### src/verilog/tesp_regs.vh
// register offsets, field positions and reset values for the tx-enable / sleep pin block
// assumes a 15-bit serial register address and byte-wide registers
`ifndef TESP_REGS_VH
`define TESP_REGS_VH

// ----------------------------------------------------------------
// register offsets
// ----------------------------------------------------------------
`define TESP_ADDR_MAKER_LO 15'h000C
`define TESP_ADDR_MAKER_HI 15'h000D
`define TESP_ADDR_SLEEP_CFG 15'h0020
`define TESP_ADDR_SRC_SEL 15'h0021
`define TESP_ADDR_TX_BITS 15'h0022
`define TESP_ADDR_PIN_STATE 15'h003C

// ----------------------------------------------------------------
// reset values and fixed codes
// ----------------------------------------------------------------
`define TESP_RST_SLEEP_CFG 8'h00
`define TESP_RST_SRC_SEL 8'h0F
`define TESP_RST_TX_BITS 8'h00
// maker code value is arbitrary
`define TESP_MAKER_CODE 16'h5A3C

// ----------------------------------------------------------------
// field positions
// ----------------------------------------------------------------
`define TESP_BIT_SLEEP_FULL 0
`define TESP_BIT_SRC_A 0
`define TESP_BIT_SRC_B 1
`define TESP_BIT_SILENCE_A 2
`define TESP_BIT_SILENCE_B 3
`define TESP_BIT_TX_A 0
`define TESP_BIT_TX_B 1
`define TESP_BIT_PS_SLEEP 7
`define TESP_BIT_PS_SYNC 6
`define TESP_BIT_PS_TXPIN 5
`define TESP_BIT_PS_BANK 4
`define TESP_BIT_PS_SEL_HI 3

// ----------------------------------------------------------------
// power modes and serial frame
// ----------------------------------------------------------------
`define TESP_MODE_SLEEP 2'h2
`define TESP_MODE_OFF 2'h3
`define TESP_HDR_LAST 5'h0F
`define TESP_FRAME_LAST 5'h17
`define TESP_FRAME_WRAP 5'h10

`endif

### src/verilog/dummy_unused_guard.v
`default_nettype none
`default_nettype wire

### src/verilog/tesp_pin_ctrl.v
// tx-enable, automute and sleep pin control registers behind a serial register port
// assumes all pins, the serial clock and the trigger clock are synchronous to mclk
// Functional notes
// - sleep pin gives mode 2, or 3 if configured
// - sleep pin never alters stored power mode field
// - channel b muted by alarm when silence bit set
// - channel a muted by alarm when silence bit set
// - source bit b 0: follow transmit-enable pin
// - source bit b 1: follow register bit only
// - source bit a 0: follow transmit-enable pin
// - source bit a 1: follow register bit only
// - register bit 1 enables channel b transmitter
// - register bit 0 enables channel a transmitter
// - pin state bit 7 reads sleep input
// - pin state bit 6 reads sync input
// - pin state bit 5 reads transmit-enable input
// - bit 4 holds bank select at trigger edge
// - bits 3-0 hold select at trigger edge
// - sixteen-bit read-only maker identity register
// - mode 2 is sleep, mode 3 full off
`include "tesp_regs.vh"
`default_nettype none

module tesp_pin_ctrl (
  // clock and reset
  input wire mclk,
  input wire rst,
  // serial register port
  input wire spi_sclk,
  input wire spi_cs_n,
  input wire spi_sdi,
  output reg spi_sdo,
  output reg spi_sdo_oe,
  // device pins
  input wire sleep_in,
  input wire sync_n_in,
  input wire txenable_in,
  input wire trig_c,
  input wire nco_banksel_in,
  input wire [3:0] nco_sel_in,
  // alarms with clear mute mask, per channel
  input wire alarm_chan_a,
  input wire alarm_chan_b,
  // stored power mode field from the device configuration register
  input wire [1:0] cfg_power_mode,
  // effective controls
  output reg [1:0] eff_power_mode,
  output reg transmit_chan_a,
  output reg transmit_chan_b,
  output reg mute_chan_a,
  output reg mute_chan_b
);

  // ----------------------------------------------------------------
  // stored registers
  // ----------------------------------------------------------------
  reg [7:0] sleep_cfg_r;
  reg [7:0] src_sel_r;
  reg [7:0] tx_bits_r;
  reg nco_bank_r;
  reg [3:0] nco_sel_r;
  reg trig_q_r;

  // ----------------------------------------------------------------
  // serial port state
  // ----------------------------------------------------------------
  reg sclk_q_r;
  reg [4:0] bit_cnt_r;
  reg [14:0] addr_r;
  reg rd_r;
  reg [14:0] in_sh_r;
  reg [7:0] out_sh_r;
  reg hdr_rd_r;
  reg [2:0] phase_r;

  // frame phases, one-hot
  localparam PH_IDLE = 3'b001;
  localparam PH_HDR = 3'b010;
  localparam PH_DATA = 3'b100;

  // bit indices of the one-hot register select
  localparam RS_SLEEP = 0;
  localparam RS_SRC = 1;
  localparam RS_TX = 2;
  localparam RS_PIN = 3;
  localparam RS_MAKER_LO = 4;
  localparam RS_MAKER_HI = 5;

  wire sclk_rise = spi_sclk & ~sclk_q_r;
  wire sclk_fall = ~spi_sclk & sclk_q_r;
  wire trig_rise = trig_c & ~trig_q_r;
  wire [7:0] in_byte = {in_sh_r[6:0], spi_sdi};
  // full 15-bit shift so high address bits cannot alias onto the map
  wire [14:0] hdr_addr = {in_sh_r[13:0], spi_sdi};
  wire [15:0] addr_sum = {1'b0, addr_r} + 16'h0001;
  // streaming past the top of the space wraps to zero
  wire [14:0] next_addr = addr_sum[14:0];
  wire [15:0] maker_code = `TESP_MAKER_CODE;
  wire [7:0] pin_state;
  wire in_data = (phase_r == PH_DATA);

  // ----------------------------------------------------------------
  // pin state image
  // ----------------------------------------------------------------
  // pin levels in bits 7-5 are live; a read shows them as of the byte load, not of each bit
  assign pin_state[`TESP_BIT_PS_SLEEP] = sleep_in;
  assign pin_state[`TESP_BIT_PS_SYNC] = sync_n_in;
  assign pin_state[`TESP_BIT_PS_TXPIN] = txenable_in;
  assign pin_state[`TESP_BIT_PS_BANK] = nco_bank_r;
  assign pin_state[`TESP_BIT_PS_SEL_HI:0] = nco_sel_r;

  // ----------------------------------------------------------------
  // address decode, shared by read mux and write path
  // ----------------------------------------------------------------
  function [5:0] fn_reg_sel;
    input [14:0] a;
    begin
      fn_reg_sel = 6'h00;
      if (a == `TESP_ADDR_SLEEP_CFG) begin
        fn_reg_sel[RS_SLEEP] = 1'b1;
      end else if (a == `TESP_ADDR_SRC_SEL) begin
        fn_reg_sel[RS_SRC] = 1'b1;
      end else if (a == `TESP_ADDR_TX_BITS) begin
        fn_reg_sel[RS_TX] = 1'b1;
      end else if (a == `TESP_ADDR_PIN_STATE) begin
        fn_reg_sel[RS_PIN] = 1'b1;
      end else if (a == `TESP_ADDR_MAKER_LO) begin
        fn_reg_sel[RS_MAKER_LO] = 1'b1;
      end else if (a == `TESP_ADDR_MAKER_HI) begin
        fn_reg_sel[RS_MAKER_HI] = 1'b1;
      end
    end
  endfunction

  // read mux; unmapped addresses read as zero
  function [7:0] fn_read;
    input [14:0] a;
    reg [5:0] s;
    begin
      s = fn_reg_sel(a);
      if (s[RS_MAKER_LO]) begin
        fn_read = maker_code[7:0];
      end else if (s[RS_MAKER_HI]) begin
        fn_read = maker_code[15:8];
      end else if (s[RS_SLEEP]) begin
        fn_read = sleep_cfg_r;
      end else if (s[RS_SRC]) begin
        fn_read = src_sel_r;
      end else if (s[RS_TX]) begin
        fn_read = tx_bits_r;
      end else if (s[RS_PIN]) begin
        fn_read = pin_state;
      end else begin
        fn_read = 8'h00;
      end
    end
  endfunction

  // ----------------------------------------------------------------
  // frame phase
  // ----------------------------------------------------------------
  always @(posedge mclk or posedge rst) begin
    if (rst) begin
      phase_r <= PH_IDLE;
    end else if (spi_cs_n) begin
      phase_r <= PH_IDLE;
    end else begin
      case (phase_r)
        PH_IDLE: begin
          if (sclk_rise) begin
            phase_r <= PH_HDR;
          end
        end
        PH_HDR: begin
          if (sclk_rise && bit_cnt_r == `TESP_HDR_LAST) begin
            phase_r <= PH_DATA;
          end
        end
        PH_DATA: begin
          phase_r <= PH_DATA;
        end
        default: begin
          phase_r <= PH_IDLE;
        end
      endcase
    end
  end

  // ----------------------------------------------------------------
  // frame sequencing: 1 rw bit, 15 address bits, then data bytes
  // ----------------------------------------------------------------
  always @(posedge mclk or posedge rst) begin
    if (rst) begin
      sclk_q_r <= 1'b0;
      bit_cnt_r <= 5'h00;
      addr_r <= 15'h0000;
      rd_r <= 1'b0;
      hdr_rd_r <= 1'b0;
      in_sh_r <= 15'h0000;
      out_sh_r <= 8'h00;
      spi_sdo <= 1'b0;
      spi_sdo_oe <= 1'b0;
    end else begin
      sclk_q_r <= spi_sclk;
      if (spi_cs_n) begin
        // deselect aborts any partial byte
        bit_cnt_r <= 5'h00;
        spi_sdo_oe <= 1'b0;
        spi_sdo <= 1'b0;
      end else begin
        if (sclk_rise) begin
          in_sh_r <= hdr_addr;
          if (bit_cnt_r == 5'h00) begin
            hdr_rd_r <= spi_sdi;
          end
          if (bit_cnt_r == `TESP_HDR_LAST) begin
            addr_r <= hdr_addr;
            rd_r <= hdr_rd_r;
            out_sh_r <= fn_read(hdr_addr);
          end
          if (bit_cnt_r == `TESP_FRAME_LAST) begin
            // streaming: address ascends after every byte
            addr_r <= next_addr;
            out_sh_r <= fn_read(next_addr);
            bit_cnt_r <= `TESP_FRAME_WRAP;
          end else begin
            bit_cnt_r <= bit_cnt_r + 5'h01;
          end
        end
        if (sclk_fall && in_data && rd_r) begin
          spi_sdo <= out_sh_r[7];
          spi_sdo_oe <= 1'b1;
          out_sh_r <= {out_sh_r[6:0], 1'b0};
        end
      end
    end
  end

  wire wr_strobe = ~spi_cs_n & in_data & sclk_rise & (bit_cnt_r == `TESP_FRAME_LAST) & ~rd_r;
  wire [5:0] wr_sel = fn_reg_sel(addr_r);

  // ----------------------------------------------------------------
  // register writes
  // ----------------------------------------------------------------
  always @(posedge mclk or posedge rst) begin
    if (rst) begin
      sleep_cfg_r <= `TESP_RST_SLEEP_CFG;
      src_sel_r <= `TESP_RST_SRC_SEL;
      tx_bits_r <= `TESP_RST_TX_BITS;
    end else if (wr_strobe) begin
      if (wr_sel[RS_SLEEP]) begin
        sleep_cfg_r <= in_byte;
      end else if (wr_sel[RS_SRC]) begin
        src_sel_r <= in_byte;
      end else if (wr_sel[RS_TX]) begin
        tx_bits_r <= in_byte;
      end
      // identity, pin state and unmapped writes fall through untouched
    end
  end

  // ----------------------------------------------------------------
  // trigger clock capture of nco selects
  // ----------------------------------------------------------------
  // sampled on mclk, so a stopped device clock freezes the capture
  always @(posedge mclk or posedge rst) begin
    if (rst) begin
      trig_q_r <= 1'b0;
      nco_bank_r <= 1'b0;
      nco_sel_r <= 4'h0;
    end else begin
      trig_q_r <= trig_c;
      if (trig_rise) begin
        nco_bank_r <= nco_banksel_in;
        nco_sel_r <= nco_sel_in;
      end
    end
  end

  // ----------------------------------------------------------------
  // effective controls
  // ----------------------------------------------------------------
  always @(posedge mclk or posedge rst) begin
    if (rst) begin
      eff_power_mode <= 2'h0;
      transmit_chan_a <= 1'b0;
      transmit_chan_b <= 1'b0;
      mute_chan_a <= 1'b0;
      mute_chan_b <= 1'b0;
    end else begin
      // pin overrides the mode only here; the stored field is an input and stays as is
      if (sleep_in) begin
        eff_power_mode <= sleep_cfg_r[`TESP_BIT_SLEEP_FULL] ?
                          `TESP_MODE_OFF : `TESP_MODE_SLEEP;
      end else begin
        eff_power_mode <= cfg_power_mode;
      end
      if (src_sel_r[`TESP_BIT_SRC_A]) begin
        transmit_chan_a <= tx_bits_r[`TESP_BIT_TX_A];
      end else begin
        transmit_chan_a <= txenable_in;
      end
      if (src_sel_r[`TESP_BIT_SRC_B]) begin
        transmit_chan_b <= tx_bits_r[`TESP_BIT_TX_B];
      end else begin
        transmit_chan_b <= txenable_in;
      end
      mute_chan_a <= src_sel_r[`TESP_BIT_SILENCE_A] & alarm_chan_a;
      mute_chan_b <= src_sel_r[`TESP_BIT_SILENCE_B] & alarm_chan_b;
    end
  end

endmodule // tesp_pin_ctrl

`default_nettype wire

### config.mk
export PLATFORM = sky130hd
export DESIGN_NAME = tesp_pin_ctrl
export DESIGN_NICKNAME = d
export VERILOG_FILES = /design/src/verilog/dummy_unused_guard.v /design/src/verilog/tesp_pin_ctrl.v
export VERILOG_INCLUDE_DIRS = /design/src /design/src/verilog
export SDC_FILE = /design/constraint.sdc
export NUM_CORES = 1
export LEC_CHECK = 0
export BUFFER_PORTS_ARGS = -buffer_cell sky130_fd_sc_hd__buf_2
export CELL_PAD_IN_SITES_DETAIL_PLACEMENT = 1
export CELL_PAD_IN_SITES_GLOBAL_PLACEMENT = 1
export CORE_AREA = 2 2 145 147
export DETAILED_ROUTE_END_ITERATION = 12
export DIE_AREA = 0 0 147 149
export HOLD_SLACK_MARGIN = 0.02
export PLACE_DENSITY_LB_ADDON = 0.05
export SKIP_CTS_REPAIR_TIMING = 1
export SYNTH_ARGS = -nofsm -noshare
export SYNTH_HDL_FRONTEND = slang
export SYNTH_SLANG_ARGS = --single-unit
### constraint.sdc
create_clock -name mclk -period 5.8 [get_ports mclk]
set_input_delay 0.29 -clock mclk [delete_from_list [all_inputs] [get_ports mclk]]
set_output_delay 0.29 -clock mclk [all_outputs]
set_load 0.01 [all_outputs]
==> metrics.md, run 1 <==
| Metric | Value |
|---|---|
| Pre-CTS setup slack | `2480 ps` |
| Critical Path Max Stage Delay | `690 ps` |
| Max-cap viol count | `0` |
| Status | `completed` |
| Largest net degree at the start of global routing | `53` |
| Most used DFF post-synth | `dfrtp_1` |
| Commonest non-fill, non-tap cells in the layout | `nand2_1 (87), dfrtp_1 (81), a21oi_1 (57)` |
| Final period util | `55.4%` |
| Longest Clk Path Bufs | `2` |
| RSZ-0062 raised after global routing | `no` |
| Vias/cell | `5.15` |
| Fin crit period | `3210 ps` |
| Gr ovfl total | `0` |
| Sw power | `0.419 mW` |
| Reg clk slew, reported paths | `70 ps` |
| Slowest cell on crit path | `or4_1` |
| Critical-path cell list | `nor2b_2, nand2b_1, or4_1, or4_4, nor2_4, nand2_2, mux2_2` |
| Critical setup path kind | `register to register` |
| Final antenna-violating net count | `0` |
| Worst-path maximum fanout | `18` |
| Die height | `149 um` |
| Tot GR Track Use | `16.9%` |
| Initial DRC count | `289` |
| PD cells | `253 nW/um^2` |
| First-pass GRT wire length | `27.8 mm` |
| # rows | `53` |
| Initial antenna violation count | `0` |
| Nets@finish | `584` |
| Drt pass-1 iters | `6` |
| Register bit total from synthesis | `86` |
| Via count | `4,308` |
| Hold Path Class | `input port to register` |
| # setup viols final | `0` |
| Area Overhead vs Synth | `13.6%` |
| WL final | `17.7 mm` |
| Residual DRC | `0` |
| GP Congestion | `0.743` |
| Leak pwr | `2.39 nW` |
| ANT cells | `0` |
| Vias in the first global route | `4,377` |
| Io pins | `26` |
| H-tree depth | `3` |
| CORE AREA | `20,600 sq um` |
| TritonCTS clock tree | `yes` |
| Post-synth cell types | `67` |
| Combinational share of power | `8.6%` |
| Most common cell after layout, fill and taps aside | `nand2_1` |
| Worst-Margin Slew | `853 ps` |
| PortBufs | `25` |
| Seq pwr share | `48.4%` |
| Starting density of the core | `24.2%` |
| DIE WIDTH | `147 um` |
| Worst VDD drop | `131 uV` |
| Clock power frac | `43.0%` |
| CP Data Arrival Time | `3450 ps` |
| CP required | `6030 ps` |
| Slew Viols, Final | `0` |
| Clk_skew | `10.1 ps` |
| Cells after synthesis | `550` |
| Syn_nets | `577` |
| Layout cells sized above 1 | `19.0%` |
| Mapped Area | `4970 sq um` |
| Final hold viol count | `0` |
| Mapped Avg Cell Area | `9.05 sq um` |
| Post-layout util | `27.5%` |
| Num CTS Buffers | `9` |
| Clk sink count | `86` |
| Dpl hpwl | `12.6 mm` |
| CP startpoint kind | `register` |
| Final worst slack | `2590 ps` |
| Fmax achieved | `311 MHz` |
| Routed len/inst | `21.1 um` |
| Post-synth EDFFs | `0` |
| Layout fillers | `2,408` |
| CP Capture Type | `register` |
| Fin Setup TNS | `0 ps` |
| Worst skew pair latency | `350 ps` |
| Int Power | `1.01 mW` |
| Slew headroom | `43.1%` |
| Die area | `21,900 sq um` |
| Sequential share of the synthesized area | `43.4%` |
| Async SR Flop Fraction | `100%` |
| CTS root buf | `clkbuf_16` |
| Switching Fraction | `29.3%` |
| Ys Warns | `0` |
[registers in the layout, indices dropped and copies added, names as in the netlist, 2 cells and up]
register / count
in_sh_r: 14
eff_power_mode: 2
tx_bits_r: 8
nco_sel_r: 4
sleep_cfg_r: 8
bit_cnt_r: 5
src_sel_r: 8
phase_r: 3
out_sh_r: 8
addr_r: 15
[worst max-delay path, delay by kind of cell, from the launching register on]
family / cells / cell delay, ps
simple gates: 6 / 2360
flops: 1 / 400
mux: 1 / 330
[metrics by stage]
| step | hold slack, ps | std cells | area, sq um | total power [mW] |
|---|---|---|---|---|
| 2_1_floorplan | 321 | 550 | 4970 | 0.759 |
| 3_3_place_gp | 371 | 820 | 5340 | 0.826 |
| 3_5_place_dp | 375 | 820 | 5340 | 0.830 |
| 4_1_cts | -14.1 | 836 | 5640 | 1.46 |
| 5_1_grt | 42.0 | 837 | 5650 | 1.50 |
| 6_report | 50.3 | 837 | 5650 | 1.43 |
[kinds of logic (layout without fill, tap and decap cells)]
| group | Yosys count | in the layout | synth area share, % |
|---|---|---|---|
| AO/OA/AOI/OAI | 150 | 150 | 18.6 |
| flip-flops | 86 | 86 | 43.4 |
| XOR/XNOR | 4 | 4 | 0.704 |
| buffers and inverters | 49 | 61 | 4.17 |
| adder cells (fa/ha/maj) | 9 | 9 | 2.26 |
| multiplexers | 37 | 37 | 8.33 |
| AND/OR/NAND/NOR | 215 | 215 | 22.5 |
[layer usage]
layer	vias up	wire (um)	part of all wire [%]	global-route usage (%)
met4	0	366	2.1	6.25
met5	-	0	0	0
met1	2221	8560	48	23.6
li1	2004	-	-	-
met3	19	492	2.8	2.23
met2	64	8240	47	26.8
[power groups by stage]
stage / clock network (mW) / registers [mW] / logic, mW
6_report: 0.614 / 0.691 / 0.123
3_3_place_gp: 0 / 0.703 / 0.122
2_1_floorplan: 0 / 0.656 / 0.103
5_1_grt: 0.661 / 0.697 / 0.139
4_1_cts: 0.639 / 0.693 / 0.126
3_5_place_dp: 0 / 0.705 / 0.126
[cell type report]
class	count	area, sq um	share of cell area, %
clock buffers	10	229	4.05
flip-flops and latches	86	2160	38.2
clock inverters	6	71.3	1.26
repair buffers	32	180	3.19
inverters	13	51.3	0.908
well taps	275	344	6.09
multi-input cells	415	2620	46.3
[synthesized netlist by cell type (3+ instances only)]
cell type	count	area share, %
dfrtp_1	81	41
a22o_1	5	0.88
mux2_2	35	7.9
or2_2	3	0.38
nand3_1	16	1.6
nand2b_1	7	0.88
o22ai_1	4	0.50
or3_1	7	0.88
nor3_1	7	0.70
ha_1	9	2.3
a222oi_1	4	0.80
and4_1	4	0.70
or4_1	4	0.60
nand4_1	6	0.75
nor2_1	33	2.5
a21oi_1	57	5.7
nand2_1	87	6.6
a31oi_1	10	1.3
inv_1	13	0.98
a21o_1	4	0.60
dfstp_2	5	2.6
o31ai_1	6	0.91
clkbuf_1	26	2.0
and2_1	7	0.88
nor4_1	3	0.38
o21ai_0	32	3.2
buf_2	6	0.60
nor2b_1	4	0.50
a22oi_1	10	1.5
or4_4	3	0.68
and3_1	8	1.0
[path summary, 6_finish.rpt]
path                                              from  slack, ps                  endpoint  cells after the start
worst min-delay path                            trig_c         50        trig_q_r$_DFF_PP0_                      1
worst min register to register  spi_sdo_oe$_DFFE_PP0P_        520    spi_sdo_oe$_DFFE_PP0P_                      2
max in group asynchronous                          rst       4180   out_sh_r[6]$_DFFE_PP0P_                      4
min in group asynchronous                          rst        520    in_sh_r[4]$_DFFE_PP0P_                      3
worst max register to register      sclk_q_r$_DFF_PP0_       2590  src_sel_r[6]$_DFFE_PP0P_                      7
worst max-delay path                sclk_q_r$_DFF_PP0_       2590  src_sel_r[6]$_DFFE_PP0P_                      7
No activity file was read; power rests on OpenSTA's default activity.
==> inputs of run 2 (changes only) <==
==> constraint.sdc (replaced) <==
create_clock -name mclk -period 2.82 [get_ports mclk]
set_input_delay 0.141 -clock mclk [delete_from_list [all_inputs] [get_ports mclk]]
set_output_delay 0.141 -clock mclk [all_outputs]
set_load 0.01 [all_outputs]
==> run 2 against run 1 <==
Against the previous run:
- hold slack lost 27 ps
- global-route usage grew 0.42 points
- first-iteration DRC count grew 1.4%
- total power grew 110%
- sequential power grew 95%
- sequential share of layout area shrank 2.6 points
- core utilization grew 2.0 points
- routed wire length grew 2.7%
- worst setup slack lost 2400 ps
- largest cell class unchanged
==> metrics.md, run 2 (synthesized netlist as in run 1, its figures left out) <==
| Metric | Value |
|---|---|
| H-tree depth | `3` |
| CP top delay family | `simple AND/OR/NAND/NOR gates` |
| Max-cap viol count | `0` |
| Io pins | `26` |
| Die height | `149 um` |
| Final hold viol count | `0` |
| PortBufs | `25` |
| Worst Setup EP | `out_sh_r[5]$_DFFE_PP0P_` |
| Critical setup path kind | `register to register` |
| R2r setup slk | `180 ps` |
| First-pass GRT wire length | `28.6 mm` |
| Worst skew pair latency | `360 ps` |
| Vias/cell | `5.05` |
| Status | `completed` |
| Slew Viols, Final | `0` |
| Residual DRC | `0` |
| Slew headroom | `47.3%` |
| Worst VDD drop | `274 uV` |
| TritonCTS clock tree | `yes` |
| Most common cell after layout, fill and taps aside | `nand2_1` |
| R2r worst-path depth | `7` |
| Tot GR Track Use | `17.3%` |
| Placed insts | `860` |
| Fin Setup TNS | `0 ps` |
| Critical Path Max Stage Delay | `570 ps` |
| # setup viols final | `0` |
| CP most frequent cell | `or4_4` |
| CP Data Arrival Time | `2940 ps` |
| Starting density of the core | `24.2%` |
| Crit path depth | `7` |
| Reg2reg start | `in_sh_r[10]$_DFFE_PP0P_` |
| Buf+Inv Stages, Crit Path | `0` |
| RSZ-0062 raised after global routing | `no` |
| Reg clk slew, reported paths | `70 ps` |
| # rows | `53` |
| GP Congestion | `0.809` |
| Slowest cell on crit path | `or4_4` |
| Via count | `4,475` |
| Routed len/inst | `20.5 um` |
| Fin crit period | `2640 ps` |
| Hold Path Class | `input port to register` |
| Layout cells sized above 1 | `24.0%` |
| Clk_skew | `11.9 ps` |
| Die area | `21,900 sq um` |
| Nets@finish | `634` |
| WHS | `23.6 ps` |
| Dpl hpwl | `13.1 mm` |
| Final antenna-violating net count | `0` |
| Max reg flops | `15` |
| WL final | `18.1 mm` |
| CP required | `3110 ps` |
| Biggest register | `addr_r` |
| Clk sink count | `86` |
| Initial antenna violation count | `0` |
| CTS root buf | `clkbuf_16` |
| Critical-path cell list | `or4_4, or4_4, nor4_4, a222oi_1, and2_1, nor4b_2, a211o_1` |
| Drt pass-1 iters | `5` |
| Placed Area | `5650 sq um` |
| DIE WIDTH | `147 um` |
| CORE AREA | `20,600 sq um` |
| Layout Cells excl Fill | `887` |
| Area Overhead vs Synth | `21.9%` |
| Largest regs | `addr_r x15, in_sh_r x14` |
| Largest net degree at the start of global routing | `56` |
| Launch point of the worst path | `in_sh_r[10]$_DFFE_PP0P_` |
| CP Capture Type | `register` |
| Fmax achieved | `378 MHz` |
| Num CTS Buffers | `9` |
| Vias in the first global route | `4,582` |
| Final period util | `93.7%` |
| Gr ovfl total | `0` |
| Leak pwr | `2.64 nW` |
| ANT cells | `0` |
| CP startpoint kind | `register` |
| Initial DRC count | `293` |
| PD cells | `496 nW/um^2` |
| Fin area | `6060 sq um` |
| Worst-Margin Slew | `791 ps` |
| Crit Reg-Reg Endpoint | `out_sh_r[5]$_DFFE_PP0P_` |
| Longest Clk Path Bufs | `2` |
| Commonest non-fill, non-tap cells in the layout | `nand2_1 (87), dfrtp_1 (81), a21oi_1 (57)` |
| Worst-path maximum fanout | `4` |
run 2: cell types whose count changed in the layout (fill, tap and decap cells not counted):
cell,before,now
buf_12,0,1
buf_4,6,45
dlygate4sd3_1,1,11
run 2: cell type report:
| type | count | area, sq um |
|---|---|---|
| Multi-Input combinational cell | 415 | 2620 |
| Inverter | 13 | 51.3 |
| Clock buffer | 10 | 229 |
| Clock inverter | 6 | 71.3 |
| Sequential cell | 86 | 2160 |
| Timing Repair Buffer | 82 | 593 |
| Tap cell | 275 | 344 |
| Fill cell | 2398 | 14500 |
run 2: report_power, final:
group	internal, mW	switching (mW)
Combinational	0.150	0.245
Clock	0.696	0.567
Sequential	1.29	0.0577
Total	2.14	0.870
run 2: worst min-delay path by stage:
stage	startpoint	to	slack, ps	cells after the start
2_1_floorplan	spi_sclk	sclk_q_r$_DFF_PP0_	170	0
3_3_place_gp	trig_c	trig_q_r$_DFF_PP0_	260	1
3_5_place_dp	trig_c	trig_q_r$_DFF_PP0_	270	1
4_1_cts	trig_c	trig_q_r$_DFF_PP0_	-110	1
5_1_grt	nco_sel_in[1]	nco_sel_r[1]$_DFFE_PP0P_	30	2
6_report	nco_sel_in[1]	nco_sel_r[1]$_DFFE_PP0P_	20	2
run 2: per-stage QoR:
| stage | utilization [%] | power [mW] | worst slack [ps] |
|---|---|---|---|
| floorplan | - | 1.56 | 330 |
| global placement | 27.5 | 1.76 | 254 |
| detailed placement | 27.5 | 1.76 | 211 |
| CTS | 29.0 | 3.05 | 202 |
| global route | 29.5 | 3.15 | 69.2 |
| finish | 29.5 | 3.01 | 177 |
run 2: metal layers:
metal	share of wire [%]	wire (um)	track usage, %	up-vias
met5	0	0	0	-
met4	2.0	361	5.87	0
met1	50	9120	24.6	2278
li1	-	-	-	2108
met2	45	8240	27.1	66
met3	2.3	424	2.39	23
